## config.mk

```make
export PLATFORM = sky130hd
export DESIGN_NAME = sensorless_bldc_commutator
export DESIGN_NICKNAME = d
export VERILOG_FILES = /design/src/bldc_pkg.sv /design/src/sensorless_bldc_commutator.sv
export SDC_FILE = /design/constraint.sdc
export NUM_CORES = 1
export LEC_CHECK = 0
export BUFFER_PORTS_ARGS = -buffer_cell sky130_fd_sc_hd__clkbuf_2
export CAP_MARGIN = 5
export CORE_AREA = 2 2 131 133
export DETAILED_ROUTE_END_ITERATION = 10
export DIE_AREA = 0 0 133 135
export PLACE_DENSITY = 0.83
export SETUP_SLACK_MARGIN = 0.4
export SYNTH_ARGS = -nofsm -noshare
export SYNTH_HDL_FRONTEND = slang
export SYNTH_SLANG_ARGS = --single-unit
```

## constraint.sdc

```tcl
create_clock -name sys_clk -period 6.8 [get_ports sys_clk]
set_input_delay 0.68 -clock sys_clk [delete_from_list [all_inputs] [get_ports sys_clk]]
set_output_delay 0.68 -clock sys_clk [all_outputs]
set_load 0.05 [all_outputs]
```

## src/bldc_pkg.sv

```systemverilog
// Package of constants and carrier types for the sensorless commutator
`default_nettype none
package bldc_pkg;

    // Clock rate and derived cycle counts
    localparam int CLK_HZ = 10000000;
    localparam int NS_PER_CYCLE = 1000000000 / CLK_HZ;
    // Marker output low time, typical, in ns (range 4 to 10 us)
    localparam int MARKER_LOW_NS = 7000;
    localparam int MARKER_LOW_CYC = MARKER_LOW_NS / NS_PER_CYCLE;
    // Mux output low time after a marker sense, typical, in ns (range 5 to 15 us)
    localparam int MUX_LOW_NS = 7000;
    localparam int MUX_LOW_CYC = MUX_LOW_NS / NS_PER_CYCLE;
    localparam int PULSE_W = 8;
    localparam logic [PULSE_W-1:0] MARKER_LOW_CNT = PULSE_W'(MARKER_LOW_CYC);
    localparam logic [PULSE_W-1:0] MUX_LOW_CNT = PULSE_W'(MUX_LOW_CYC);

    // Counter widths and default terminal counts (stand-ins for the timing capacitors)
    localparam int CNT_W = 24;
    localparam int START_PERIOD_DEF = 5000000;
    localparam int WATCHDOG_DEF = 35000;
    localparam int DELAY_SHIFT_DEF = 1;

    // Commutation state encoding
    typedef enum logic [2:0] {ST1, ST2, ST3, ST4, ST5, ST6} comm_state_e;

    // One phase drive: enables active low, level when driven
    typedef struct packed {
        logic level;
        logic oe_n;
    } phase_drive_s;

    // Three-phase bundle
    typedef struct packed {
        phase_drive_s a;
        phase_drive_s b;
        phase_drive_s c;
    } phase_set_s;

    localparam phase_drive_s DRV_H = '{level: 1'b1, oe_n: 1'b0};
    localparam phase_drive_s DRV_L = '{level: 1'b0, oe_n: 1'b0};
    localparam phase_drive_s DRV_Z = '{level: 1'b0, oe_n: 1'b1};

endpackage
`default_nettype wire

```

## src/sensorless_bldc_commutator.sv

```systemverilog
// Six-state sensorless BLDC commutation sequencer with tacho and marker outputs
`timescale 1ns/10ps
`default_nettype none

// Behaviour
// RULE1: Each state drives two phases, one high one low, third floats.
// RULE2: States run Z/L/H, H/L/Z, H/Z/L, Z/H/L, L/H/Z, L/Z/H, then wrap.
// RULE3: Comparator of the currently floating phase is the active one.
// RULE4: Zero-crossing starts load-adaptive delay; commutate when it expires.
// RULE5: Every commutation restarts the start oscillator.
// RULE6: Start oscillator pulse advances the state without a zero-crossing.
// RULE7: Tacho runs at half commutation rate, 50 percent duty.
// RULE8: Mux output gives a low pulse after a marker sense, 5 to 15 us.
// RULE9: Separate active-low marker pulse, about 7 us, 4 to 10 us.
// RULE10: Mux output runs three full cycles per pole pair per revolution.
// RULE11: Every detected zero-crossing toggles the tacho output.
// RULE12: Watchdog after commutation flags failed recovery on wrong polarity.
// RULE13: Start period, delay scaling and watchdog are settable counts.
// RULE14: Reset gives state 1, start-up mode, tacho and marker high.
module sensorless_bldc_commutator #(
    parameter int CNT_W = bldc_pkg::CNT_W
) (
    input wire logic sys_clk, // System clock, 10 MHz
    input wire logic rst, // Synchronous reset, active high
    input wire logic [2:0] bemf_cmp, // Back-EMF comparators, bit0 phase a; 1 = above centre
    input wire logic marker_sense_in, // Marker sensor comparator output, high = pulse
    input wire logic [CNT_W-1:0] start_period_setting, // Start oscillator period in cycles
    input wire logic [CNT_W-1:0] watchdog_interval_setting, // Watchdog interval in cycles
    input wire logic [3:0] adaptive_delay_setting, // Delay = last period >> this
    output logic phase_out_a, // Phase a drive level
    output logic phase_out_a_oe_n, // Phase a output enable, low = driven
    output logic phase_out_b, // Phase b drive level
    output logic phase_out_b_oe_n, // Phase b output enable, low = driven
    output logic phase_out_c, // Phase c drive level
    output logic phase_out_c_oe_n, // Phase c output enable, low = driven
    output logic tacho_out, // Tacho, toggles per zero-crossing
    output logic tacho_marker_mux_out, // Tacho with marker low pulse merged
    output logic marker_out, // Marker pulse, active low
    output logic startup_mode, // High while running from the start oscillator
    output logic watchdog_fail // One-cycle pulse on failed recovery
);

    // =====================================================================
    // Decode functions
    // =====================================================================

    // Drive pattern of one state
    function automatic bldc_pkg::phase_set_s drive_of(input bldc_pkg::comm_state_e s);
        unique case (s)
            bldc_pkg::ST1: drive_of = '{bldc_pkg::DRV_Z, bldc_pkg::DRV_L, bldc_pkg::DRV_H};
            bldc_pkg::ST2: drive_of = '{bldc_pkg::DRV_H, bldc_pkg::DRV_L, bldc_pkg::DRV_Z};
            bldc_pkg::ST3: drive_of = '{bldc_pkg::DRV_H, bldc_pkg::DRV_Z, bldc_pkg::DRV_L};
            bldc_pkg::ST4: drive_of = '{bldc_pkg::DRV_Z, bldc_pkg::DRV_H, bldc_pkg::DRV_L};
            bldc_pkg::ST5: drive_of = '{bldc_pkg::DRV_L, bldc_pkg::DRV_H, bldc_pkg::DRV_Z};
            bldc_pkg::ST6: drive_of = '{bldc_pkg::DRV_L, bldc_pkg::DRV_Z, bldc_pkg::DRV_H};
            default: drive_of = '{bldc_pkg::DRV_Z, bldc_pkg::DRV_Z, bldc_pkg::DRV_Z};
        endcase
    endfunction
    // Floating phase index of one state, used to pick its comparator
    function automatic logic [1:0] float_of(input bldc_pkg::comm_state_e s);
        unique case (s)
            bldc_pkg::ST1, bldc_pkg::ST4: float_of = 2'h0;
            bldc_pkg::ST3, bldc_pkg::ST6: float_of = 2'h1;
            default: float_of = 2'h2;
        endcase
    endfunction

    // =====================================================================
    // Sequencer state and comparator selection
    // =====================================================================
    bldc_pkg::comm_state_e state;
    bldc_pkg::comm_state_e next_state;
    bldc_pkg::phase_set_s next_drive;
    logic sel_cmp;
    logic cmp_prev;
    logic expect_rise;
    logic zero_cross;
    logic commutate;
    logic start_pulse;
    logic delay_done;
    // Floating phase comparator; odd states see a falling EMF, even a rising one
    assign sel_cmp = bemf_cmp[float_of(state)]; // [RULE3]
    assign expect_rise = (state == bldc_pkg::ST2) || (state == bldc_pkg::ST4) ||
                         (state == bldc_pkg::ST6);
    assign zero_cross = (sel_cmp != cmp_prev) && (sel_cmp == expect_rise);
    assign commutate = delay_done || start_pulse; // [RULE4] [RULE6]
    assign next_state = (state == bldc_pkg::ST6) ? bldc_pkg::ST1 :
                        bldc_pkg::comm_state_e'(state + 3'h1);
    assign next_drive = drive_of(commutate ? next_state : state);

    // Advance on commutation and wrap after state six
    always_ff @(posedge sys_clk) begin
        if (rst) begin
            state <= bldc_pkg::ST1; // [RULE14]
        end else if (commutate) begin
            state <= next_state; // [RULE2]
        end
    end

    // Comparator history; reloaded on commutation so a new selection makes no edge
    always_ff @(posedge sys_clk) begin
        if (rst) begin
            cmp_prev <= 1'b0;
        end else if (commutate) begin
            cmp_prev <= ~expect_rise;
        end else begin
            cmp_prev <= sel_cmp;
        end
    end

    // Registered phase drivers track the state in the same cycle it changes
    always_ff @(posedge sys_clk) begin
        if (rst) begin
            {phase_out_a, phase_out_a_oe_n} <= bldc_pkg::DRV_Z;
            {phase_out_b, phase_out_b_oe_n} <= bldc_pkg::DRV_Z;
            {phase_out_c, phase_out_c_oe_n} <= bldc_pkg::DRV_Z;
        end else begin
            {phase_out_a, phase_out_a_oe_n} <= next_drive.a; // [RULE1]
            {phase_out_b, phase_out_b_oe_n} <= next_drive.b; // [RULE1]
            {phase_out_c, phase_out_c_oe_n} <= next_drive.c; // [RULE1]
        end
    end

    // =====================================================================
    // Adaptive delay: the last full period between two commutations, shifted right by adaptive_delay_setting
    // =====================================================================
    logic [CNT_W-1:0] period_cnt;
    logic [CNT_W-1:0] last_period;
    logic [CNT_W-1:0] delay_cnt;
    logic delay_run;
    // Period measured between commutations; saturates at slow speed
    always_ff @(posedge sys_clk) begin
        if (rst) begin
            period_cnt <= '0;
            last_period <= '0;
        end else if (commutate) begin
            period_cnt <= '0;
            last_period <= period_cnt;
        end else if (period_cnt != '1) begin
            period_cnt <= period_cnt + 1'b1;
        end
    end

    // Delay armed by a zero-crossing; scaling stands in for the delay capacitor
    always_ff @(posedge sys_clk) begin
        if (rst || commutate) begin
            delay_run <= 1'b0;
            delay_cnt <= '0;
        end else if (zero_cross && !delay_run) begin
            delay_run <= 1'b1; // [RULE4]
            delay_cnt <= last_period >> adaptive_delay_setting; // [RULE13]
        end else if (delay_run && delay_cnt != '0) begin
            delay_cnt <= delay_cnt - 1'b1;
        end
    end
    assign delay_done = delay_run && (delay_cnt == '0);

    // =====================================================================
    // Start oscillator and start-up mode
    // =====================================================================
    logic [CNT_W-1:0] start_cnt;
    // Restarted by every commutation, so it only fires when no crossings come
    always_ff @(posedge sys_clk) begin
        if (rst || commutate) begin
            start_cnt <= '0; // [RULE5]
        end else begin
            start_cnt <= start_cnt + 1'b1;
        end
    end
    assign start_pulse = (start_cnt >= start_period_setting - 1'b1) && !delay_done; // [RULE13]

    // Start-up mode until a back-EMF driven commutation occurs
    always_ff @(posedge sys_clk) begin
        if (rst) begin
            startup_mode <= 1'b1; // [RULE14]
        end else if (start_pulse) begin
            startup_mode <= 1'b1;
        end else if (delay_done) begin
            startup_mode <= 1'b0;
        end
    end

    // =====================================================================
    // Watchdog on back-EMF recovery after each commutation
    // =====================================================================
    logic [CNT_W-1:0] wd_cnt;
    logic wd_run;
    // Runs while the selected EMF sits at the wrong polarity after commutation
    always_ff @(posedge sys_clk) begin
        if (rst || commutate) begin
            wd_run <= !rst;
            wd_cnt <= '0;
            watchdog_fail <= 1'b0;
        end else if (wd_run && sel_cmp != expect_rise) begin
            wd_cnt <= wd_cnt + 1'b1;
            watchdog_fail <= 1'b0;
            if (wd_cnt >= watchdog_interval_setting) begin
                wd_run <= 1'b0; // [RULE12]
                watchdog_fail <= 1'b1; // [RULE12]
            end
        end else begin
            wd_run <= 1'b0; // Recovered, or already expired
            watchdog_fail <= 1'b0;
        end
    end

    // =====================================================================
    // Tacho, marker and multiplexed outputs
    // =====================================================================
    logic [bldc_pkg::PULSE_W-1:0] marker_cnt;
    logic [bldc_pkg::PULSE_W-1:0] mux_cnt;
    logic marker_prev;
    logic marker_armed;
    // Tacho toggles on each zero-crossing: half commutation rate, even duty
    always_ff @(posedge sys_clk) begin
        if (rst) begin
            tacho_out <= 1'b1; // [RULE14]
        end else if (zero_cross) begin
            tacho_out <= ~tacho_out; // [RULE11] [RULE7]
        end
    end

    // Marker edge starts the marker pulse and arms selection of next tacho fall
    always_ff @(posedge sys_clk) begin
        if (rst) begin
            marker_prev <= 1'b0;
            marker_cnt <= '0;
            marker_out <= 1'b1; // [RULE14]
        end else begin
            marker_prev <= marker_sense_in;
            if (marker_sense_in && !marker_prev) begin
                marker_cnt <= bldc_pkg::MARKER_LOW_CNT; // [RULE9]
                marker_out <= 1'b0;
            end else if (marker_cnt > 8'h01) begin
                marker_cnt <= marker_cnt - 8'h01;
            end else begin
                marker_cnt <= '0;
                marker_out <= 1'b1;
            end
        end
    end

    // Selected tacho fall gives a short low, then the line stays high for that half
    always_ff @(posedge sys_clk) begin
        if (rst) begin
            marker_armed <= 1'b0;
            mux_cnt <= '0;
            tacho_marker_mux_out <= 1'b1; // [RULE14]
        end else begin
            if (marker_sense_in && !marker_prev) begin
                marker_armed <= 1'b1;
            end else if (zero_cross && tacho_out && marker_armed) begin
                marker_armed <= 1'b0;
            end
            if (zero_cross && tacho_out && marker_armed) begin
                mux_cnt <= bldc_pkg::MUX_LOW_CNT; // [RULE8]
                tacho_marker_mux_out <= 1'b0;
            end else if (mux_cnt > 8'h01) begin
                mux_cnt <= mux_cnt - 8'h01;
            end else if (mux_cnt == 8'h01) begin
                mux_cnt <= '0;
                tacho_marker_mux_out <= 1'b1;
            end else if (zero_cross) begin
                tacho_marker_mux_out <= ~tacho_out; // [RULE10]
            end
        end
    end

    // =====================================================================
    // Checks
    // =====================================================================
    // The all-floating reset drive is still on the pins at the first edge after release
    one_floats_a: assert property (@(posedge sys_clk) disable iff (rst) // [RULE1]
        !$past(rst) |->
        $countones({phase_out_a_oe_n, phase_out_b_oe_n, phase_out_c_oe_n}) == 1)
        else $error("not exactly one phase floating");
    state_wrap_a: assert property (@(posedge sys_clk) disable iff (rst) // [RULE2]
        (commutate && state == bldc_pkg::ST6) |=> state == bldc_pkg::ST1)
        else $error("state did not wrap to one");
    start_step_a: assert property (@(posedge sys_clk) disable iff (rst) // [RULE6]
        start_pulse |=> state == $past(next_state))
        else $error("start pulse did not advance state");
    start_reset_a: assert property (@(posedge sys_clk) disable iff (rst) // [RULE5]
        commutate |=> start_cnt == '0)
        else $error("start oscillator not restarted");
    tacho_toggle_a: assert property (@(posedge sys_clk) disable iff (rst) // [RULE11]
        zero_cross |=> tacho_out != $past(tacho_out))
        else $error("tacho did not toggle on crossing");
    marker_width_a: assert property (@(posedge sys_clk) disable iff (rst) // [RULE9]
        $fell(marker_out) |-> !marker_out [*8] ##0 (marker_out == 1'b0) ##1 1'b1)
        else $error("marker pulse too short");
    mux_width_a: assert property (@(posedge sys_clk) disable iff (rst) // [RULE8]
        (zero_cross && tacho_out && marker_armed) |=> !tacho_marker_mux_out [*8])
        else $error("mux marker low too short");
    delay_commut_a: assert property (@(posedge sys_clk) disable iff (rst) // [RULE4]
        delay_done |=> startup_mode == 1'b0 && state == $past(next_state))
        else $error("delay expiry did not commutate");
endmodule // sensorless_bldc_commutator
`default_nettype wire

```

==> results of run 1 <==
cell families (layout without fill, tap and decap cells):
family,Yosys count,in the layout
AND/OR/NAND/NOR,508,508
XOR/XNOR,95,95
flip-flops,155,155
multiplexers,56,56
AO/OA/AOI/OAI,227,227
buffers and inverters,100,155
adder cells (fa/ha/maj),58,58
synth_stat cells (11+ instances only):
master	n
sky130_fd_sc_hd__nand2_1	148
sky130_fd_sc_hd__o22ai_1	12
sky130_fd_sc_hd__dfxtp_1	154
sky130_fd_sc_hd__or3_1	14
sky130_fd_sc_hd__nor2_1	139
sky130_fd_sc_hd__a21o_1	14
sky130_fd_sc_hd__and3_1	20
sky130_fd_sc_hd__a21oi_1	79
sky130_fd_sc_hd__nand3_1	39
sky130_fd_sc_hd__nor3_1	40
sky130_fd_sc_hd__clkbuf_1	30
sky130_fd_sc_hd__xor2_1	51
sky130_fd_sc_hd__and2_1	11
sky130_fd_sc_hd__xnor2_1	44
sky130_fd_sc_hd__nand4_1	24
sky130_fd_sc_hd__mux4_2	16
sky130_fd_sc_hd__nor4_1	12
sky130_fd_sc_hd__buf_2	16
sky130_fd_sc_hd__inv_1	42
sky130_fd_sc_hd__o21ai_0	41
sky130_fd_sc_hd__nand2b_1	11
sky130_fd_sc_hd__ha_1	58
sky130_fd_sc_hd__mux2i_1	34
sequential cells by signal, summed over array words and instances, names as in the netlist, 3 cells and up:
name,cells
period_cnt,24
delay_cnt,24
wd_cnt,24
marker_cnt,8
mux_cnt,8
state,3
last_period,24
start_cnt,24
power by group:
part           internal [uW]  switching [uW]  leakage [uW]  total (uW)
Clock                    629             402      0.000314        1030
Sequential              1040             135       0.00126        1170
Combinational            489             758       0.00286        1250
Total                   2150            1300       0.00444        3450
cell type report:
cell class,count,area (um2)
inverters,49,184
flip-flops and latches,155,3110
clock inverters,13,190
multi-input cells,944,6250
fillers,1378,5560
repair buffers,74,385
well taps,220,275
clock buffers,19,443
metrics by stage:
step           worst slack (ns)  utilization  instance area (um2)
2_1_floorplan              2.67            -                 9770
3_3_place_gp               1.67        0.622                10200
3_5_place_dp               1.46        0.622                10200
4_1_cts                    1.91        0.661                10800
5_1_grt                    1.51        0.661                10800
6_report                   1.95        0.661                10800
path summary, 6_finish.rpt:
path | from | endpoint
worst max register to register | state[1]$_SDFF_PP0_ | delay_cnt[9]$_SDFFE_PP0P_
worst min register to register | last_period[0]$_SDFFE_PP0P_ | last_period[0]$_SDFFE_PP0P_
worst max-delay path | start_period_setting[3] | phase_out_a_oe_n$_SDFF_PP1_
worst min-delay path | last_period[0]$_SDFFE_PP0P_ | last_period[0]$_SDFFE_PP0P_
worst max-delay path, delay by kind of cell:
kind	cells	cell delay, ns
AO/OA/AOI/OAI	2	0.37
AND/OR/NAND/NOR	9	3.22
multiplexers	1	0.41
XOR/XNOR	1	0.10
adder cells (fa/ha/maj)	1	0.31
buffers and inverters	1	0.10
per-layer routing:
metal | track usage | share of wire | vias up
met5 | 0 | 0 | -
met4 | 0.0932 | 0.022 | 0
met3 | 0.0450 | 0.044 | 51
met2 | 0.449 | 0.49 | 224
met1 | 0.322 | 0.45 | 4092
li1 | - | - | 4359
==> flow_metrics.py, run 1 <==
metrics = {
    "run_status": {
        "outcome": "completed",
    },
    "floorplanning": {
        "die_w_um": 133,
        "ioPinCount": 69,
        "num_rows": 47,
        "start_util": 0.595,
        "die_area_um2": 18000,
        "core_area_um2": 16400,
        "die_h_um": 135,
    },
    "global_route": {
        "grt.overflow.total": 0,
        "maximum_number_of_pins_on_one_net_before_global_route_repair": 52,
        "track_usage": 0.258,
        "vias_in_the_first_global_route": 8241,
        "antenna_found_initial": 0,
        "grt_pass1_wl_mm": 38.5,
    },
    "min_path": {
        "worstHoldPathType": "flip-flop to flip-flop",
        "worstHoldPathCells": 2,
    },
    "worst_setup_path": {
        "critPathLaunchType": "input port",
        "worst-r2r-setup-slack_ns": 2.70,
        "critical_path_most_common_cell": "sky130_fd_sc_hd__nor3_1",
        "worstPathMaxFanout": 31,
        "timing.critical_path.slowest_cell_delay_ns": 0.70,
        "timing.critical_path.cells": "clkbuf_2, nor3_1, nand3_1, nor2_1, nand3b_1, nor3_1, xnor2_1, ha_1, nand4_1, or4_4, or2_2, o311a_1, nand2_1, mux2_2, a211oi_1",
        "crit_slowest_cell": "sky130_fd_sc_hd__nand2_1",
        "worst_r2r_path_depth": 10,
        "crit_type": "input port to flip-flop",
        "critPathCaptureType": "flip-flop",
        "arrival_ns": 5.20,
        "timing.critical_path.required_ns": 7.15,
    },
    "synthesis": {
        "synth-adder-area-share": 0.0743,
        "synth-compound-area-share": 0.151,
        "postSynthRegisterBits": 155,
        "synth_seq_area_share": 0.319,
        "synth_cell_types": 77,
        "post_synth_edffs": 1,
        "synth_top_family_by_area": "simple AND/OR/NAND/NOR gates",
        "synth-async-reset-ratio": 0,
        "syn-num-nets": 1315,
        "yosys-mux-area-fraction": 0.0787,
        "total_standard_cell_area_after_synthesis_um2": 9770,
        "synth.top_cell.area_share": 0.316,
        "post_synth.cell_area_avg_um2": 8.15,
        "yosys.area_share.xor_xnor": 0.0852,
        "synth_simple_gate_area_share": 0.249,
        "ys_dominant_reg_cell": "sky130_fd_sc_hd__dfxtp_1",
        "yosys_warnings": 0,
        "post_synth_main_area_contributors": "sky130_fd_sc_hd__dfxtp_1 (32%), sky130_fd_sc_hd__ha_1 (7.4%), sky130_fd_sc_hd__nand2_1 (5.7%), sky130_fd_sc_hd__nor2_1 (5.3%), sky130_fd_sc_hd__xor2_1 (4.6%)",
        "synthCells": 1199,
        "synth_largest_area_cell": "sky130_fd_sc_hd__dfxtp_1",
    },
    "cts": {
        "clkLatencyLatePin_ns": 0.43,
        "cts-hold-fix-buffers": 0,
        "post_cts.resized_instances": 0,
        "clock_tree_sinks": 155,
        "root_buffer": "sky130_fd_sc_hd__clkbuf_16",
        "clk_pin_slew_ns": 0.06,
        "cts_tree": "yes",
        "cts_buffer_depth": 2,
        "postCtsSetupRepairBufs": 0,
        "htree_num_levels": 4,
        "cts_buffers": 17,
    },
    "timing": {
        "fin_worst_hold_slack_ns": 0.463,
        "finalWorstPathRequiredPeriod_ns": 4.85,
        "drv_slew": 0,
        "finalCritPeriodShare": 0.713,
        "fin_tns_setup_ns": 0,
        "max_slew_margin": 0.302,
        "timing.final.setup_violations": 0,
        "final_hold_violating_endpoints": 0,
        "clock.fmax_ghz": 0.206,
        "clock_skew_ns": 0.00675,
        "worst-slew-pin-transition_ns": 1.04,
        "grt_setup_unrepaired": "no",
    },
    "pwr": {
        "pwr_density_cell_nw_per_um2": 318,
        "total_leakage_power_uw": 0.00444,
        "finalPower_uw": 3450,
        "vdd.ir_drop.worst_mv": 0.192,
    },
    "run": {
        "max_cap_violations": 0,
    },
    "routing": {
        "vias_per_cell": 5.92,
        "drt_iter0_drc": 692,
        "drt_drc_violations_left": 0,
        "wl_mm": 22.5,
        "wl_per_cell_um": 15.3,
        "antenna_violating_nets_post_route": 0,
        "vias": 8726,
        "first_pass_iters": 6,
    },
    "place": {
        "port-buffer-count": 68,
        "dp_hpwl_mm": 15.9,
        "placed_cells_incl_taps": 1442,
        "global_placer_s_final_weighted_congestion": 0.868,
    },
    "final_layout": {
        "most_frequent_cells_in_the_layout": "sky130_fd_sc_hd__dfxtp_1 (154), sky130_fd_sc_hd__nand2_1 (148), sky130_fd_sc_hd__nor2_1 (138)",
        "areaGrowthSynthToFinish_pct": 11.0,
        "diodes": 0,
        "final_common_cell": "sky130_fd_sc_hd__dfxtp_1",
        "finish.cell_count_without_fillers": 1474,
        "layout.nets": 1357,
        "layout-drive-gt1-share": 0.128,
    },
}
(Power assumes the default switching activity.)
==> inputs of run 2 (changes only) <==
ABC_AREA = 1   (was default)
CORE_AREA = 2 2 140 142   (was 2 2 131 133)
DIE_AREA = 0 0 142 144   (was 0 0 133 135)
PLACE_DENSITY = 0.82   (was 0.83)
clock period = 4 ns   (was 6.8 ns; I/O delays follow)
==> flow_metrics.py, run 2 <==
metrics = {
    "run_status": {
        "outcome": "completed",
    },
    "global_route": {
        "antenna_found_initial": 0,
        "track_usage": 0.242,
        "grt_pass1_wl_mm": 41.0,
        "grt.overflow.total": 0,
        "vias_in_the_first_global_route": 9218,
        "maximum_number_of_pins_on_one_net_before_global_route_repair": 48,
    },
    "routing": {
        "drt_iter0_drc": 839,
        "wl_per_cell_um": 13.3,
        "antenna_violating_nets_post_route": 0,
        "first_pass_iters": 5,
        "drt_drc_violations_left": 0,
        "vias": 10100,
        "vias_per_cell": 5.43,
        "wl_mm": 24.8,
    },
    "synthesis": {
        "postSynthRegisterBits": 155,
        "yosys_warnings": 0,
        "post_synth_edffs": 1,
        "total_standard_cell_area_after_synthesis_um2": 10400,
        "synth_cell_types": 53,
        "count_leader_synth": "sky130_fd_sc_hd__nand2_1",
        "synth.top_cell.area_share": 0.296,
        "synth_largest_area_cell": "sky130_fd_sc_hd__dfxtp_1",
        "post_synth_main_area_contributors": "sky130_fd_sc_hd__dfxtp_1 (30%), sky130_fd_sc_hd__nand2_1 (13%), sky130_fd_sc_hd__nor2_1 (7.3%), sky130_fd_sc_hd__ha_1 (7.0%), sky130_fd_sc_hd__inv_1 (6.4%)",
        "synth-async-reset-ratio": 0,
        "synth_seq_area_share": 0.299,
        "syn-num-nets": 1672,
        "ys_dominant_reg_cell": "sky130_fd_sc_hd__dfxtp_1",
        "synthCells": 1556,
        "post_synth.cell_area_avg_um2": 6.70,
        "synth.cells.most_frequent": "sky130_fd_sc_hd__nand2_1 (357), sky130_fd_sc_hd__nor2_1 (204), sky130_fd_sc_hd__inv_1 (179)",
    },
    "cts": {
        "clkLatencyLatePin_ns": 0.43,
        "clk_pin_slew_ns": 0.06,
        "cts_buffers": 17,
        "clock_tree_sinks": 155,
        "cts_tree": "yes",
        "cts_buffer_depth": 2,
        "htree_num_levels": 4,
        "root_buffer": "sky130_fd_sc_hd__clkbuf_16",
        "cts-hold-fix-buffers": 0,
    },
    "final_layout": {
        "areaGrowthSynthToFinish_pct": 10.0,
        "final_common_cell": "sky130_fd_sc_hd__nand2_1",
        "filler_cell_count": 1754,
        "diodes": 0,
        "layout.nets": 1724,
        "layout-drive-gt1-share": 0.0999,
        "most_frequent_cells_in_the_layout": "sky130_fd_sc_hd__nand2_1 (357), sky130_fd_sc_hd__nor2_1 (201), sky130_fd_sc_hd__inv_1 (179)",
    },
    "floorplanning": {
        "die_w_um": 142,
        "ioPinCount": 69,
        "core_area_um2": 19100,
        "die_area_um2": 20400,
        "num_rows": 51,
        "start_util": 0.546,
        "die_h_um": 144,
    },
    "min_path": {
        "worstHoldPathType": "input port to flip-flop",
        "worst_hold_start": "marker_sense_in",
    },
    "timing": {
        "max_slew_margin": 0.492,
        "final_hold_violating_endpoints": 0,
        "grt_setup_unrepaired": "no",
        "finalCritPeriodShare": 0.819,
        "fin_tns_setup_ns": 0,
        "clock.fmax_ghz": 0.305,
        "worst-slew-pin-transition_ns": 0.762,
        "clock_skew_ns": 0.0101,
        "drv_slew": 0,
        "finalWorstPathRequiredPeriod_ns": 3.28,
        "timing.final.setup_violations": 0,
    },
    "pwr": {
        "clockPowerShare": 0.333,
        "total_leakage_power_uw": 0.00496,
        "seq_power_share": 0.397,
        "finalPower_uw": 4500,
        "p_int_uw": 2930,
        "p_switching_uw": 1570,
        "sw_frac_of_total": 0.349,
        "pwr_density_cell_nw_per_um2": 392,
        "p_comb_frac": 0.269,
        "vdd.ir_drop.worst_mv": 0.262,
    },
    "worst_setup_path": {
        "timing.critical_path.required_ns": 4.34,
        "worst-r2r-setup-slack_ns": 1.48,
        "arrival_ns": 3.62,
        "critPathCaptureType": "flip-flop",
        "end_of_the_worst_register_to_register_path": "wd_run$_SDFFCE_PN0P_",
        "worst_r2r_start": "state[0]$_SDFF_PP0_",
        "worst_r2r_path_depth": 10,
        "critPathLaunchType": "input port",
        "worstPathMaxFanout": 15,
        "cp-endpoint": "wd_cnt[11]$_SDFFE_PP0P_",
        "crit_type": "input port to flip-flop",
        "launch_point_of_the_worst_path": "start_period_setting[2]",
    },
    "run": {
        "max_cap_violations": 0,
    },
    "place": {
        "dp_hpwl_mm": 18.3,
        "port-buffer-count": 68,
        "global_placer_s_final_weighted_congestion": 0.915,
    },
}
run 2: cell types whose count changed in the layout (fill, tap and decap cells not counted), sizes merged, moves of 12 or more:
cell and change:
a21o -12, or3 -14, nor2 +76, nand3 +50, inv +142, o21ai +55, nand2 +222, mux4 -16
xnor2 -14, and3 -19, mux2i -19
run 2: how the worst min path moves through the flow:
stage,to,slack (ns),cells past startpoint
2_1_floorplan,start_cnt[0]$_SDFF_PP0_,0.42,1
3_3_place_gp,start_cnt[0]$_SDFF_PP0_,0.43,1
3_5_place_dp,start_cnt[0]$_SDFF_PP0_,0.44,1
4_1_cts,marker_prev$_SDFF_PP0_,0.17,3
5_1_grt,marker_prev$_SDFF_PP0_,0.19,3
6_report,marker_prev$_SDFF_PP0_,0.19,3
run 2: power by group through the flow:
stage	clock [uW]	sequential [uW]	combinational, uW
detailed placement	0	1820	1180
floorplan	0	1820	947
CTS	1510	1790	1200
global route	1590	1800	1380
finish	1500	1790	1210
global placement	0	1810	1150
run 2: kinds of logic (layout without fill, tap and decap cells):
group	Yosys count	in the layout	share of synthesized area
fa+ha+maj	58	58	0.0696
buf+inv	232	297	0.0942
compound gates	229	229	0.118
flops	155	155	0.299
xor+xnor	84	84	0.0706
mux	15	15	0.0144
simple gates	783	783	0.334
run 2: metrics by stage:
step	std cells	setup WS [ns]	instance area, um2	hold slack, ns	util
2_1_floorplan	1556	0.805	10400	0.417	-
3_3_place_gp	1827	0.315	10900	0.430	0.570
3_5_place_dp	1827	0.136	10900	0.441	0.570
4_1_cts	1859	0.536	11400	0.173	0.598
5_1_grt	1859	0.365	11500	0.188	0.601
6_report	1859	0.723	11500	0.186	0.601
run 2: per-layer routing:
| layer | vias to the layer above | GRT usage | wire length, um |
|---|---|---|---|
| met1 | 4578 | 0.305 | 11200 |
| met4 | 0 | 0.0737 | 348 |
| met5 | - | 0 | 0 |
| met2 | 302 | 0.424 | 12000 |
| li1 | 5186 | - | - |
| met3 | 35 | 0.0407 | 1270 |
run 2: timing repair:
| action | CTS | global route |
|---|---|---|
| setup endpoints to repair | 0 | 121 |
| gates resized for setup | 0 | 13 |
| buffers inserted | 0 | 0 |
run 2: final cells by class:
| type | count | area [um2] | share of cell area |
|---|---|---|---|
| Inverter | 190 | 721 | 0.0628 |
| Sequential cell | 155 | 3110 | 0.271 |
| Clock inverter | 15 | 119 | 0.0104 |
| Timing Repair Buffer | 75 | 430 | 0.0375 |
| Clock buffer | 17 | 425 | 0.0371 |
| Tap cell | 238 | 298 | 0.0260 |
| Multi-Input combinational cell | 1169 | 6360 | 0.555 |
run 2: critical path, cell delays in order:
cell and delay [ns]:
sky130_fd_sc_hd__clkbuf_2 0.11, sky130_fd_sc_hd__nor2_1 0.08, sky130_fd_sc_hd__nand2_1 0.09, sky130_fd_sc_hd__nor3_2 0.19
sky130_fd_sc_hd__inv_1 0.08, sky130_fd_sc_hd__nor2_2 0.15, sky130_fd_sc_hd__nand3b_1 0.15, sky130_fd_sc_hd__nor2_2 0.22
sky130_fd_sc_hd__nand2_1 0.11, sky130_fd_sc_hd__nor2_1 0.14, sky130_fd_sc_hd__xnor2_1 0.14, sky130_fd_sc_hd__ha_1 0.26
sky130_fd_sc_hd__a21oi_1 0.15, sky130_fd_sc_hd__nor2_1 0.05, sky130_fd_sc_hd__nor2_1 0.08, sky130_fd_sc_hd__nand2_1 0.09
sky130_fd_sc_hd__a21oi_4 0.22, sky130_fd_sc_hd__nand3_4 0.15, sky130_fd_sc_hd__nor2_4 0.24, sky130_fd_sc_hd__inv_6 0.11
sky130_fd_sc_hd__buf_4 0.20, sky130_fd_sc_hd__nor3_1 0.21
